**src/inc/alsc_pkg.sv**
```systemverilog
// Package for the alarm and level steering comparator
package alsc_pkg;

   // Register byte offsets on the AXI4-Lite bus
   localparam logic [7:0] OFF_ALARM_LO_TRIG  = 8'h00;
   localparam logic [7:0] OFF_ALARM_LO_OUT   = 8'h04;
   localparam logic [7:0] OFF_ALARM_HI_TRIG  = 8'h08;
   localparam logic [7:0] OFF_ALARM_HI_OUT   = 8'h0c;
   localparam logic [7:0] OFF_ALARM_CTRL     = 8'h10;
   localparam logic [7:0] OFF_STEER_CTRL     = 8'h14;
   localparam logic [7:0] OFF_STEER_LVL0     = 8'h18;
   localparam logic [7:0] OFF_STEER_LVL1     = 8'h1c;
   localparam logic [7:0] OFF_STEER_LVL2     = 8'h20;
   localparam logic [7:0] OFF_MODE           = 8'h24;
   localparam logic [7:0] OFF_FALLBACK       = 8'h28;
   localparam logic [7:0] OFF_STATUS         = 8'h2c;
   localparam logic [7:0] OFF_IRQ_STAT       = 8'h30;
   localparam logic [7:0] OFF_IRQ_MASK       = 8'h34;

   // Mode byte fields
   localparam int MODE_CKSUM_BIT = 7;
   localparam int MODE_DIG_BIT   = 6;
   localparam int MODE_ALARM_BIT = 5;
   localparam int MODE_STEER_BIT = 4;
   localparam int MODE_VMO_BIT   = 2;
   localparam int MODE_CMO_BIT   = 0;

   // Selector field in the control byte
   localparam int SEL_MSB = 7;
   localparam int SEL_LSB = 4;

   // Selector codes
   localparam logic [3:0] SEL_GAIN_STAGE = 4'h0;
   localparam logic [3:0] SEL_TEMP_AMP   = 4'h2;
   localparam logic [3:0] SEL_VOLT_MODE  = 4'h3;
   localparam logic [3:0] SEL_GP_PIN_A   = 4'h4;
   localparam logic [3:0] SEL_GP_PIN_B   = 4'h5;
   localparam logic [3:0] SEL_INSTR_AMP  = 4'h6;

   // Interrupt status bits
   localparam int IRQ_LO_BIT    = 0;
   localparam int IRQ_HI_BIT    = 1;
   localparam int IRQ_STEER_BIT = 2;
   localparam int IRQ_CKSUM_BIT = 3;
   localparam int IRQ_W         = 4;

   localparam logic [1:0] RESP_OKAY   = 2'h0;
   localparam logic [1:0] RESP_SLVERR = 2'h2;

   // Digitized inputs, one 10-bit word each
   typedef struct packed
   {
      logic [9:0] temperature_amp_out;
      logic [9:0] instr_amp_out;
      logic [9:0] gain_stage_out;
      logic [9:0] voltage_mode_out;
      logic [9:0] gp_pin_a;
      logic [9:0] gp_pin_b;
   } alsc_samples_s;

   typedef enum logic [2:0]
   {
      ST_NORMAL = 3'b001,
      ST_ALARM  = 3'b010,
      ST_STEER  = 3'b100
   } alsc_mode_e;

endpackage

```
**src/rtl/alsc_top.sv**
```systemverilog
// Alarm and level steering comparator with AXI4-Lite registers
//
// The implementer's own choices: the AXI4-Lite interface to the registers and the placing of the registers.
`timescale 1ns/1ps

////////////////////////////////////////////////////////////////////////////////
// Overview of operation
// - A limit crossing replaces the conditioned output by the programmed limit output.
// - Alarm setup is low trigger, low output, high trigger, high output, control byte.
// - Thresholds and outputs are 8-bit and match the top eight bits of a 10-bit sample.
// - The selector code sits in the top four bits of the alarm control byte.
// - Codes: temperature 0010, instrument amp 0110, gain 0000, voltage 0011, pins 0100/0101.
// - Steering compares the top eight sample bits to three levels and drives both pins.
// - Alarm and steering share one selector and comparator and never run together.
// - Steering setup is one control byte and three transition levels.
// - The steering control byte uses the alarm control layout with selector on top.
// - With checksum test on and a failed checksum the output takes the fallback value.
// - Below low trigger emit the low value in digital mode; above high emit the high value.
// - Steering mode disables the alarm regardless of the alarm enable.
// - With steering on the pins are a two-bit output, otherwise analog inputs.
module alsc_top
(
   // Clock and reset
   input  wire logic                   aclk,
   input  wire logic                   aresetn,
   // AXI4-Lite write address and data
   input  wire logic [7:0]             s_axi_awaddr,
   input  wire logic                   s_axi_awvalid,
   output      logic                   s_axi_awready,
   input  wire logic [31:0]            s_axi_wdata,
   input  wire logic [3:0]             s_axi_wstrb,
   input  wire logic                   s_axi_wvalid,
   output      logic                   s_axi_wready,
   output      logic [1:0]             s_axi_bresp,
   output      logic                   s_axi_bvalid,
   input  wire logic                   s_axi_bready,
   // AXI4-Lite read
   input  wire logic [7:0]             s_axi_araddr,
   input  wire logic                   s_axi_arvalid,
   output      logic                   s_axi_arready,
   output      logic [31:0]            s_axi_rdata,
   output      logic [1:0]             s_axi_rresp,
   output      logic                   s_axi_rvalid,
   input  wire logic                   s_axi_rready,
   // Analog chain samples
   input  wire alsc_pkg::alsc_samples_s samples,
   input  wire logic                   sample_valid,
   input  wire logic [9:0]             conditioned_out,
   input  wire logic                   cksum_fail,
   // Output stage
   output      logic [9:0]             drive_out,
   output      logic                   digital_output_mode,
   output      logic [1:0]             gp_pins_out,
   output      logic [1:0]             gp_pins_oe_n,
   output      logic                   irq
);

   ////////////////////////////////////////////////////////////////////////////
   // Configuration registers
   logic [7:0]               lo_trig_r, lo_out_r, hi_trig_r, hi_out_r, alarm_ctrl_r;
   logic [7:0]               steer_ctrl_r, mode_r;
   logic [7:0]               lvl_r [3];
   logic [9:0]               fallback_r;
   logic [alsc_pkg::IRQ_W-1:0] irq_stat_r, irq_mask_r;

   // AXI handshake state
   logic                     aw_got_r, w_got_r;
   logic [7:0]               awaddr_r;
   logic [31:0]              wdata_r;
   logic [3:0]               wstrb_r;

   // Write happens once both address and data are held and no response pends
   wire aw_take  = s_axi_awvalid & s_axi_awready;
   wire w_take   = s_axi_wvalid & s_axi_wready;
   wire wr_fire  = aw_got_r & w_got_r & ~s_axi_bvalid;
   wire wr_byte0 = wr_fire & wstrb_r[0];
   wire wr_byte1 = wr_fire & wstrb_r[1];
   wire wr_hit   = (awaddr_r <= alsc_pkg::OFF_IRQ_MASK) && (awaddr_r[1:0] == 2'h0);
   wire rd_take  = s_axi_arvalid & s_axi_arready;

   // Address ready only while idle; accepting both in either order
   always_ff @(posedge aclk)
   begin
      if (!aresetn)
      begin
         aw_got_r      <= 1'b0;
         w_got_r       <= 1'b0;
         s_axi_awready <= 1'b0;
         s_axi_wready  <= 1'b0;
         awaddr_r      <= 8'h00;
         wdata_r       <= 32'h0000_0000;
         wstrb_r       <= 4'h0;
      end
      else
      begin
         if (aw_take)
         begin
            aw_got_r <= 1'b1;
            awaddr_r <= s_axi_awaddr;
         end
         else if (wr_fire)
            aw_got_r <= 1'b0;
         if (w_take)
         begin
            w_got_r <= 1'b1;
            wdata_r <= s_axi_wdata;
            wstrb_r <= s_axi_wstrb;
         end
         else if (wr_fire)
            w_got_r <= 1'b0;
         s_axi_awready <= ~aw_got_r & ~aw_take & ~s_axi_awready;
         s_axi_wready  <= ~w_got_r & ~w_take & ~s_axi_wready;
      end
   end

   // Write response, raised on the same edge that stores the write
   always_ff @(posedge aclk)
   begin
      if (!aresetn)
      begin
         s_axi_bvalid <= 1'b0;
         s_axi_bresp  <= alsc_pkg::RESP_OKAY;
      end
      else if (wr_fire)
      begin
         s_axi_bvalid <= 1'b1;
         s_axi_bresp  <= wr_hit ? alsc_pkg::RESP_OKAY : alsc_pkg::RESP_SLVERR;
      end
      else if (s_axi_bready)
         s_axi_bvalid <= 1'b0;
   end

   // Register decode; only the low byte (two for the fallback) is stored
   wire wsel_lo_t  = wr_byte0 && awaddr_r == alsc_pkg::OFF_ALARM_LO_TRIG;
   wire wsel_lo_o  = wr_byte0 && awaddr_r == alsc_pkg::OFF_ALARM_LO_OUT;
   wire wsel_hi_t  = wr_byte0 && awaddr_r == alsc_pkg::OFF_ALARM_HI_TRIG;
   wire wsel_hi_o  = wr_byte0 && awaddr_r == alsc_pkg::OFF_ALARM_HI_OUT;
   wire wsel_actl  = wr_byte0 && awaddr_r == alsc_pkg::OFF_ALARM_CTRL;
   wire wsel_sctl  = wr_byte0 && awaddr_r == alsc_pkg::OFF_STEER_CTRL;
   wire wsel_mode  = wr_byte0 && awaddr_r == alsc_pkg::OFF_MODE;
   wire wsel_fb    = wr_fire && awaddr_r == alsc_pkg::OFF_FALLBACK;
   wire wsel_istat = wr_byte0 && awaddr_r == alsc_pkg::OFF_IRQ_STAT;
   wire wsel_imask = wr_byte0 && awaddr_r == alsc_pkg::OFF_IRQ_MASK;

   // Alarm block of five bytes in fixed order
   always_ff @(posedge aclk)
   begin
      if (!aresetn)
      begin
         lo_trig_r    <= 8'h00;
         lo_out_r     <= 8'h00;
         hi_trig_r    <= 8'h00;
         hi_out_r     <= 8'h00;
         alarm_ctrl_r <= 8'h00;
      end
      else
      begin
         if (wsel_lo_t) lo_trig_r <= wdata_r[7:0];
         if (wsel_lo_o) lo_out_r <= wdata_r[7:0];
         if (wsel_hi_t) hi_trig_r <= wdata_r[7:0];
         if (wsel_hi_o) hi_out_r <= wdata_r[7:0];
         if (wsel_actl) alarm_ctrl_r <= wdata_r[7:0];
      end
   end

   // Steering control, mode byte and fallback value
   always_ff @(posedge aclk)
   begin
      if (!aresetn)
      begin
         steer_ctrl_r <= 8'h00;
         mode_r       <= 8'h00;
         fallback_r   <= 10'h000;
         irq_mask_r   <= '0;
      end
      else
      begin
         if (wsel_sctl) steer_ctrl_r <= wdata_r[7:0];
         if (wsel_mode) mode_r <= wdata_r[7:0];
         if (wsel_fb && wstrb_r[0]) fallback_r[7:0] <= wdata_r[7:0];
         if (wsel_fb && wstrb_r[1]) fallback_r[9:8] <= wdata_r[9:8];
         if (wsel_imask) irq_mask_r <= wdata_r[alsc_pkg::IRQ_W-1:0];
      end
   end

   // Three transition levels, one register each
   genvar gi;
   generate
      for (gi = 0; gi < 3; gi++)
      begin : g_lvl
         wire [7:0] off = alsc_pkg::OFF_STEER_LVL0 + 8'(4 * gi);
         always_ff @(posedge aclk)
         begin
            if (!aresetn)
               lvl_r[gi] <= 8'h00;
            else if (wr_byte0 && awaddr_r == off)
               lvl_r[gi] <= wdata_r[7:0];
         end
      end
   endgenerate

   ////////////////////////////////////////////////////////////////////////////
   // Mode selection: steering wins over alarm, so they never run together
   wire steer_en = mode_r[alsc_pkg::MODE_STEER_BIT];
   wire alarm_en = mode_r[alsc_pkg::MODE_ALARM_BIT] & ~steer_en;
   alsc_pkg::alsc_mode_e mode_now;
   assign mode_now = steer_en ? alsc_pkg::ST_STEER :
                     alarm_en ? alsc_pkg::ST_ALARM : alsc_pkg::ST_NORMAL;

   // Shared selector fed by whichever control byte owns the comparator
   wire [3:0] sel_code = steer_en
                         ? steer_ctrl_r[alsc_pkg::SEL_MSB:alsc_pkg::SEL_LSB]
                         : alarm_ctrl_r[alsc_pkg::SEL_MSB:alsc_pkg::SEL_LSB];
   logic [9:0] sel_sample;
   logic       sel_ok;
   always_comb
   begin
      sel_ok = 1'b1;
      unique case (sel_code)
         alsc_pkg::SEL_TEMP_AMP:   sel_sample = samples.temperature_amp_out;
         alsc_pkg::SEL_INSTR_AMP:  sel_sample = samples.instr_amp_out;
         alsc_pkg::SEL_GAIN_STAGE: sel_sample = samples.gain_stage_out;
         alsc_pkg::SEL_VOLT_MODE:  sel_sample = samples.voltage_mode_out;
         alsc_pkg::SEL_GP_PIN_A:   sel_sample = samples.gp_pin_a;
         alsc_pkg::SEL_GP_PIN_B:   sel_sample = samples.gp_pin_b;
         default:
         begin
            sel_sample = 10'h000;
            sel_ok     = 1'b0;
         end
      endcase
   end

   // Compare the top eight bits only
   wire [7:0] sel_top  = sel_sample[9:2];
   wire       below_lo = sel_ok && sel_top < lo_trig_r;
   wire       above_hi = sel_ok && sel_top > hi_trig_r;
   wire [1:0] level    = {1'b0, sel_top >= lvl_r[0]} + {1'b0, sel_top >= lvl_r[1]}
                         + {1'b0, sel_top >= lvl_r[2] && sel_top >= lvl_r[1]};
   wire       cksum_bad = mode_r[alsc_pkg::MODE_CKSUM_BIT] & cksum_fail;

   // Next output value: checksum fallback first, then alarm clamps
   logic [9:0] out_nxt;
   logic       dig_nxt;
   always_comb
   begin
      out_nxt = conditioned_out;
      dig_nxt = mode_r[alsc_pkg::MODE_DIG_BIT];
      if (cksum_bad)
      begin
         out_nxt = fallback_r;
         dig_nxt = 1'b1;
      end
      else if (mode_now == alsc_pkg::ST_ALARM && below_lo)
      begin
         out_nxt = {lo_out_r, 2'b00};
         dig_nxt = 1'b1;
      end
      else if (mode_now == alsc_pkg::ST_ALARM && above_hi)
      begin
         out_nxt = {hi_out_r, 2'b00};
         dig_nxt = 1'b1;
      end
   end

   // Outputs refresh on each new sample, pin levels only while steering; pin enables follow steering every cycle
   always_ff @(posedge aclk)
   begin
      if (!aresetn)
      begin
         drive_out           <= 10'h000;
         digital_output_mode <= 1'b0;
         gp_pins_out         <= 2'b00;
         gp_pins_oe_n        <= 2'b11;
      end
      else
      begin
         gp_pins_oe_n <= steer_en ? 2'b00 : 2'b11;
         if (sample_valid)
         begin
            drive_out           <= out_nxt;
            digital_output_mode <= dig_nxt;
            if (steer_en)
               gp_pins_out <= level;
         end
      end
   end

   ////////////////////////////////////////////////////////////////////////////
   // Interrupt status: events set, write-one clears, set wins
   wire [alsc_pkg::IRQ_W-1:0] irq_ev =
      {sample_valid & cksum_bad,
       sample_valid & steer_en & (level != gp_pins_out),
       sample_valid & alarm_en & above_hi,
       sample_valid & alarm_en & below_lo};
   wire [alsc_pkg::IRQ_W-1:0] irq_clr = wsel_istat ? wdata_r[alsc_pkg::IRQ_W-1:0] : '0;

   always_ff @(posedge aclk)
   begin
      if (!aresetn)
      begin
         irq_stat_r <= '0;
         irq <= 1'b0;
      end
      else
      begin
         irq_stat_r <= (irq_stat_r & ~irq_clr) | irq_ev;
         irq <= |(((irq_stat_r & ~irq_clr) | irq_ev) & irq_mask_r);
      end
   end

   ////////////////////////////////////////////////////////////////////////////
   // Read path
   logic [31:0] rd_mux;
   always_comb
   begin
      rd_mux = 32'h0000_0000;
      case (s_axi_araddr)
         alsc_pkg::OFF_ALARM_LO_TRIG: rd_mux[7:0] = lo_trig_r;
         alsc_pkg::OFF_ALARM_LO_OUT:  rd_mux[7:0] = lo_out_r;
         alsc_pkg::OFF_ALARM_HI_TRIG: rd_mux[7:0] = hi_trig_r;
         alsc_pkg::OFF_ALARM_HI_OUT:  rd_mux[7:0] = hi_out_r;
         alsc_pkg::OFF_ALARM_CTRL:    rd_mux[7:0] = alarm_ctrl_r;
         alsc_pkg::OFF_STEER_CTRL:    rd_mux[7:0] = steer_ctrl_r;
         alsc_pkg::OFF_STEER_LVL0:    rd_mux[7:0] = lvl_r[0];
         alsc_pkg::OFF_STEER_LVL1:    rd_mux[7:0] = lvl_r[1];
         alsc_pkg::OFF_STEER_LVL2:    rd_mux[7:0] = lvl_r[2];
         alsc_pkg::OFF_MODE:          rd_mux[7:0] = mode_r;
         alsc_pkg::OFF_FALLBACK:      rd_mux[9:0] = fallback_r;
         alsc_pkg::OFF_STATUS:        rd_mux[15:0] = {gp_pins_out, digital_output_mode,
                                                      sel_ok, 2'b00, drive_out};
         alsc_pkg::OFF_IRQ_STAT:      rd_mux[alsc_pkg::IRQ_W-1:0] = irq_stat_r;
         alsc_pkg::OFF_IRQ_MASK:      rd_mux[alsc_pkg::IRQ_W-1:0] = irq_mask_r;
         default:                     rd_mux = 32'h0000_0000;
      endcase
   end
   wire rd_hit = (s_axi_araddr <= alsc_pkg::OFF_IRQ_MASK) && (s_axi_araddr[1:0] == 2'h0);

   // One read at a time: arready pulses, data follows next cycle
   always_ff @(posedge aclk)
   begin
      if (!aresetn)
      begin
         s_axi_arready <= 1'b0;
         s_axi_rvalid  <= 1'b0;
         s_axi_rdata   <= 32'h0000_0000;
         s_axi_rresp   <= alsc_pkg::RESP_OKAY;
      end
      else
      begin
         s_axi_arready <= ~s_axi_arready & ~s_axi_rvalid & s_axi_arvalid;
         if (rd_take)
         begin
            s_axi_rvalid <= 1'b1;
            s_axi_rdata  <= rd_mux;
            s_axi_rresp  <= rd_hit ? alsc_pkg::RESP_OKAY : alsc_pkg::RESP_SLVERR;
         end
         else if (s_axi_rready)
            s_axi_rvalid <= 1'b0;
      end
   end
endmodule

```
**config.mk**
```make
export PLATFORM = sky130hd
export DESIGN_NAME = alsc_top
export DESIGN_NICKNAME = d
export VERILOG_FILES = /design/src/inc/alsc_pkg.sv /design/src/rtl/alsc_top.sv
export SDC_FILE = /design/constraint.sdc
export NUM_CORES = 1
export LEC_CHECK = 0
export BUFFER_PORTS_ARGS = -buffer_cell sky130_fd_sc_hd__buf_4
export CORE_MARGIN = 4
export CORE_UTILIZATION = 45
export CTS_CLUSTER_SIZE = 20
export DETAILED_ROUTE_END_ITERATION = 8
export PLACE_DENSITY_LB_ADDON = 0.08
export SYNTH_ARGS = -nofsm -noshare
export SYNTH_HDL_FRONTEND = slang
export SYNTH_SLANG_ARGS = --single-unit
```
**constraint.sdc**
```tcl
create_clock -name aclk -period 14.4 [get_ports aclk]
set_clock_uncertainty 0.2 [all_clocks]
set_input_delay 2.88 -clock aclk [delete_from_list [all_inputs] [get_ports aclk]]
set_output_delay 2.88 -clock aclk [all_outputs]
set_load 0.005 [all_outputs]
```
==> impl_results.md <==
* Result of the run: complete, no violations
* Mux cell area share after synthesis at 0.08288
* Highest net fanout along the worst path at 5
* Required time at the endpoint of the critical path at between 10 and 15 ns
* Most frequent CP cell: a21oi_1
* Skew-Pair Late Insertion Delay at 0.43 ns
* Initial antenna violation count at 0
* Synth Area in Compound Gates at 0.1941
* Post-CTS clock slew at the launch and capture registers of the worst setup and hold paths at 0.07 ns
* XOR/XNOR Fraction of Synth Area at 0.003037
* Worst supply voltage drop on vdd at about 0.091 mV
* Largest area contributor in the netlist: dfxtp_1
* Crit path time final at 7.112 ns
* Worst Hold Launch: s_axi_rvalid
* Reg-to-Reg End: irq
* Seq cells post-synth at 156
* Number of synthesized flops with an enable pin at 24
* Share of the core filled with cells at 0.5460
* Worst-case reg-to-reg path depth at 19
* Number of levels the H-tree was split into at 4
* Signal arrival time at the worst endpoint at slightly above 7 ns
* Reg2reg setup slack at 8.21 ns
* Post-CTS Setup Inserts at 0
* CP delay by family, top: compound AO/OA/AOI/OAI gates
* First-pass GRT wire length at roughly 41000 µm
* Share of the yosys chip area belonging to registers at 0.3888
* Routed Antenna Nets at 0
* Worst min path class: reg -> reg
* Die Span X at 146.7 µm
* Number of fill cells in the layout at 1764
* Synth Instances at 967
* Detailed placer's ending HPWL at 19250 µm
* Final hold violation count at 0
* Main flop type after synthesis: dfxtp_1
* Min-Delay Endpoint: s_axi_arready
* Final estimated routing congestion in global placement at 0.8934
* Cell-internal power at about 760 µW
* Detail-routed net length per standard cell at just under 20 µm
* Max_cap viols at 0
* P_sw at 251.6 µW
* Largest net degree at the start of global routing at 77
* Mean Syn Cell Area at between 8 and 9 µm²
* Area of the mapped netlist at 8651 µm²
* Ratio of cells with drive above 1 in the final layout at 0.1771
* IO Count at roughly 190
* Final wirelength at 26480 µm
* Avg Vias per Cell at 5.557
* Sequential share of power at 0.459
* Die ar. at 21510 µm²
* Adder-Cell Fraction of Synth Area at 0.05380
* Core area at approximately 19000 µm²
* Peak per-stage delay on the critical path at about 0.65 ns
* Worst Setup Start Kind: primary input
* Number of hold buffers added after CTS at 0
* Top cell type's share of synthesized area at 0.3055
* Number of clock buffers inserted by TritonCTS at 17
* Max Slew Vio Count at 0
* Least-Margin Pin Slew at between 1 and 1.5 ns
* Via count of the first global-routing pass at 7200
* Max Freq at 140.6 MHz
* Drt drc at 0
* Power share of the combinational group at 0.089
* Iter 0 DRT Violations at 570
* Switching portion of total power at 0.2489
* Relative slew slack at 0.1827
* Synthesized-area fraction occupied by and/or/nand/nor cells at 0.2119
* CTS tree: built
* Proportion of synthesized flip-flops having asynchronous set or reset at 0
* Count of vias placed by the detailed router at 7468
* Length of the first detailed-routing pass in iterations at 6
* Die Span Y at between 100 and 150 µm
* Count of port buffers added during placement at ~130
* Initial Utilization at 0.4594
* Largest family of logic cells by synthesized area: simple AND/OR/NAND/NOR gates
* Buffer type at the clock tree root: clkbuf_16
* Cell with the largest stage delay on the worst path: fa_1
* Setup repair after global routing missed its margin: no
* # setup viols final at 0
* Critical path capture point type: flop
* Clk network pwr share at 0.452
* Share of the clock period used by the worst path at 0.4939
* Nets at 1237
* Setup TNS after final layout at 0 ns
* Buf+Inv Stages, Crit Path at 2
* Type of the worst setup path: in -> reg
* CTS sink cnt at 156
* Power density over the cells at 98.31 nW/µm²
* Growth of design area from synthesis to finish at 18.86%
* Aggregate global routing overflow at 0
* Worst reg2reg startpoint: mode_r[4]
* Final antenna diode count at 0
* Overall global routing resource usage at 0.2436
* Leakage power summed over all cells at 4.107 nW
* Worst hold stages at 1
* Warnings, synthesis at 0
* Largest cells by area after synthesis: dfxtp_1, edfxtp_1, mux2i_1, nand2_1, ha_1
* Cell Chain, Critical Path: buf_4 -> nand2_1 -> a21oi_1 -> a21oi_1 -> o22ai_1 -> ha_1 -> a21oi_1 -> maj3_1 -> inv_1 -> a2111oi_0 -> o21ai_0 -> fa_1 -> xnor2_1 -> a21oi_1 -> a21o_1 -> a221o_1 -> o21bai_1 -> o221a_1
* Netlist cell types at 71
* Post-CTS Resized at 0
* # rows at 50
* Clock Tree Buf Depth at 2
## layout by cell type, fill, tap and decap left out, types with 4 or more instances in the layout
cell type	Yosys	final
buf_4	22	138
dfxtp_1	132	132
nand2_1	115	115
mux2i_1	69	69
nor2b_1	59	59
nand3_1	50	50
a21boi_0	48	48
inv_1	43	43
a21oi_1	37	37
and2_1	36	36
ha_1	34	34
nor2_1	33	33
a22oi_1	30	30
edfxtp_1	24	24
conb_1	1	20
clkbuf_16	0	19
nor3_1	18	18
o21ai_0	17	17
a221oi_1	14	14
a22o_1	11	11
o22ai_1	9	9
nand2b_1	8	8
o221ai_1	8	8
a211oi_2	8	8
nand4_1	7	7
o21a_1	6	6
a21o_1	5	5
and3_1	5	5
nand3b_1	4	4
nor3b_1	4	4
clkinv_2	0	4
## per-layer routing
| metal | GRT usage | up-vias | wire [µm] |
|---|---|---|---|
| li1 | - | 3652 | - |
| met1 | 0.3362 | 3493 | 12070 |
| met2 | 0.3893 | 297 | 12050 |
| met3 | 0.05462 | 26 | 2008 |
| met4 | 0.05880 | 0 | 354 |
| met5 | 0 | - | 0 |
## cells in the mapped netlist (4+ instances only)
library cell / number
a21boi_0: 48
clkbuf_1: 41
ha_1: 34
buf_6: 6
and3_1: 5
o21ai_0: 17
nor4_1: 4
o221ai_1: 8
o21a_1: 6
a21oi_1: 37
nor2_1: 33
nor2b_1: 59
dfxtp_1: 132
and2_1: 36
nor3b_1: 4
inv_1: 43
a211oi_2: 8
a21o_1: 5
buf_4: 22
a22oi_1: 30
o22ai_1: 9
nand2b_1: 8
mux2i_1: 69
a221oi_1: 14
nand3_1: 50
nand4_1: 7
nor3_1: 18
nand3b_1: 4
nand2_1: 115
edfxtp_1: 24
a22o_1: 11
## per-stage QoR
step	total power, mW	cells	worst slack, ns	hold WS (ns)	instance area, µm²
after global routing	1.047	1344	6.880	0.2853	10280
after global placement	0.5614	1312	6.947	0.2433	9688
after detailed placement	0.5625	1312	6.960	0.2411	9688
after CTS	1.014	1344	7.384	0.2518	10280
after floorplan	0.5213	986	7.923	0.2286	8722
final	1.011	1344	7.288	0.2511	10280
## kinds of logic (layout without fill, tap and decap cells)
family / count (synthesis) / count (layout)
XOR/XNOR: 3 / 3
AO/OA/AOI/OAI: 225 / 225
other: 1 / 20
adder cells (fa/ha/maj): 37 / 37
flip-flops: 156 / 156
AND/OR/NAND/NOR: 359 / 359
buffers and inverters: 115 / 213
multiplexers: 71 / 71
## worst max path at each step
stage | startpoint | endpoint | slack [ns] | depth (start not counted)
6_report | samples[23] | irq | 7.29 | 18
5_1_grt | samples[23] | irq | 6.88 | 18
4_1_cts | samples[23] | irq | 7.38 | 18
3_5_place_dp | samples[23] | irq | 6.96 | 18
3_3_place_gp | samples[23] | irq | 6.95 | 18
2_1_floorplan | samples[42] | irq | 7.92 | 18
## power by group through the flow
stage          Sequential (mW)  Clock (mW)  Combinational (mW)
6_report                 0.464       0.457              0.0897
5_1_grt                  0.465       0.482               0.100
4_1_cts                  0.464       0.460              0.0897
3_5_place_dp             0.473           0              0.0891
3_3_place_gp             0.473           0              0.0880
2_1_floorplan            0.466           0              0.0558
## state kept, by name, summed over array words and instances, names as in the netlist, 2 cells and up
name,flops
lo_trig_r,8
awaddr_r,8
hi_trig_r,8
wdata_r,10
alarm_ctrl_r,8
lo_out_r,8
steer_ctrl_r,8
lvl_r,24
fallback_r,10
drive_out,10
s_axi_rdata,14
mode_r,8
irq_stat_r,4
gp_pins_out,2
irq_mask_r,4
hi_out_r,8
wstrb_r,2
## area by class of cell
cell class / count / area, µm² / area share
multi-input combinational: 715 / 4802 / 0.4670
sequential: 156 / 3363 / 0.3271
timing repair buffer: 138 / 1036 / 0.1008
tap: 260 / 325.3 / 0.03164
clock inverter: 12 / 105.1 / 0.01022
clock buffer: 20 / 489.2 / 0.04758
inverter: 43 / 161.4 / 0.01570
Power figures use the tool's default switching activity.
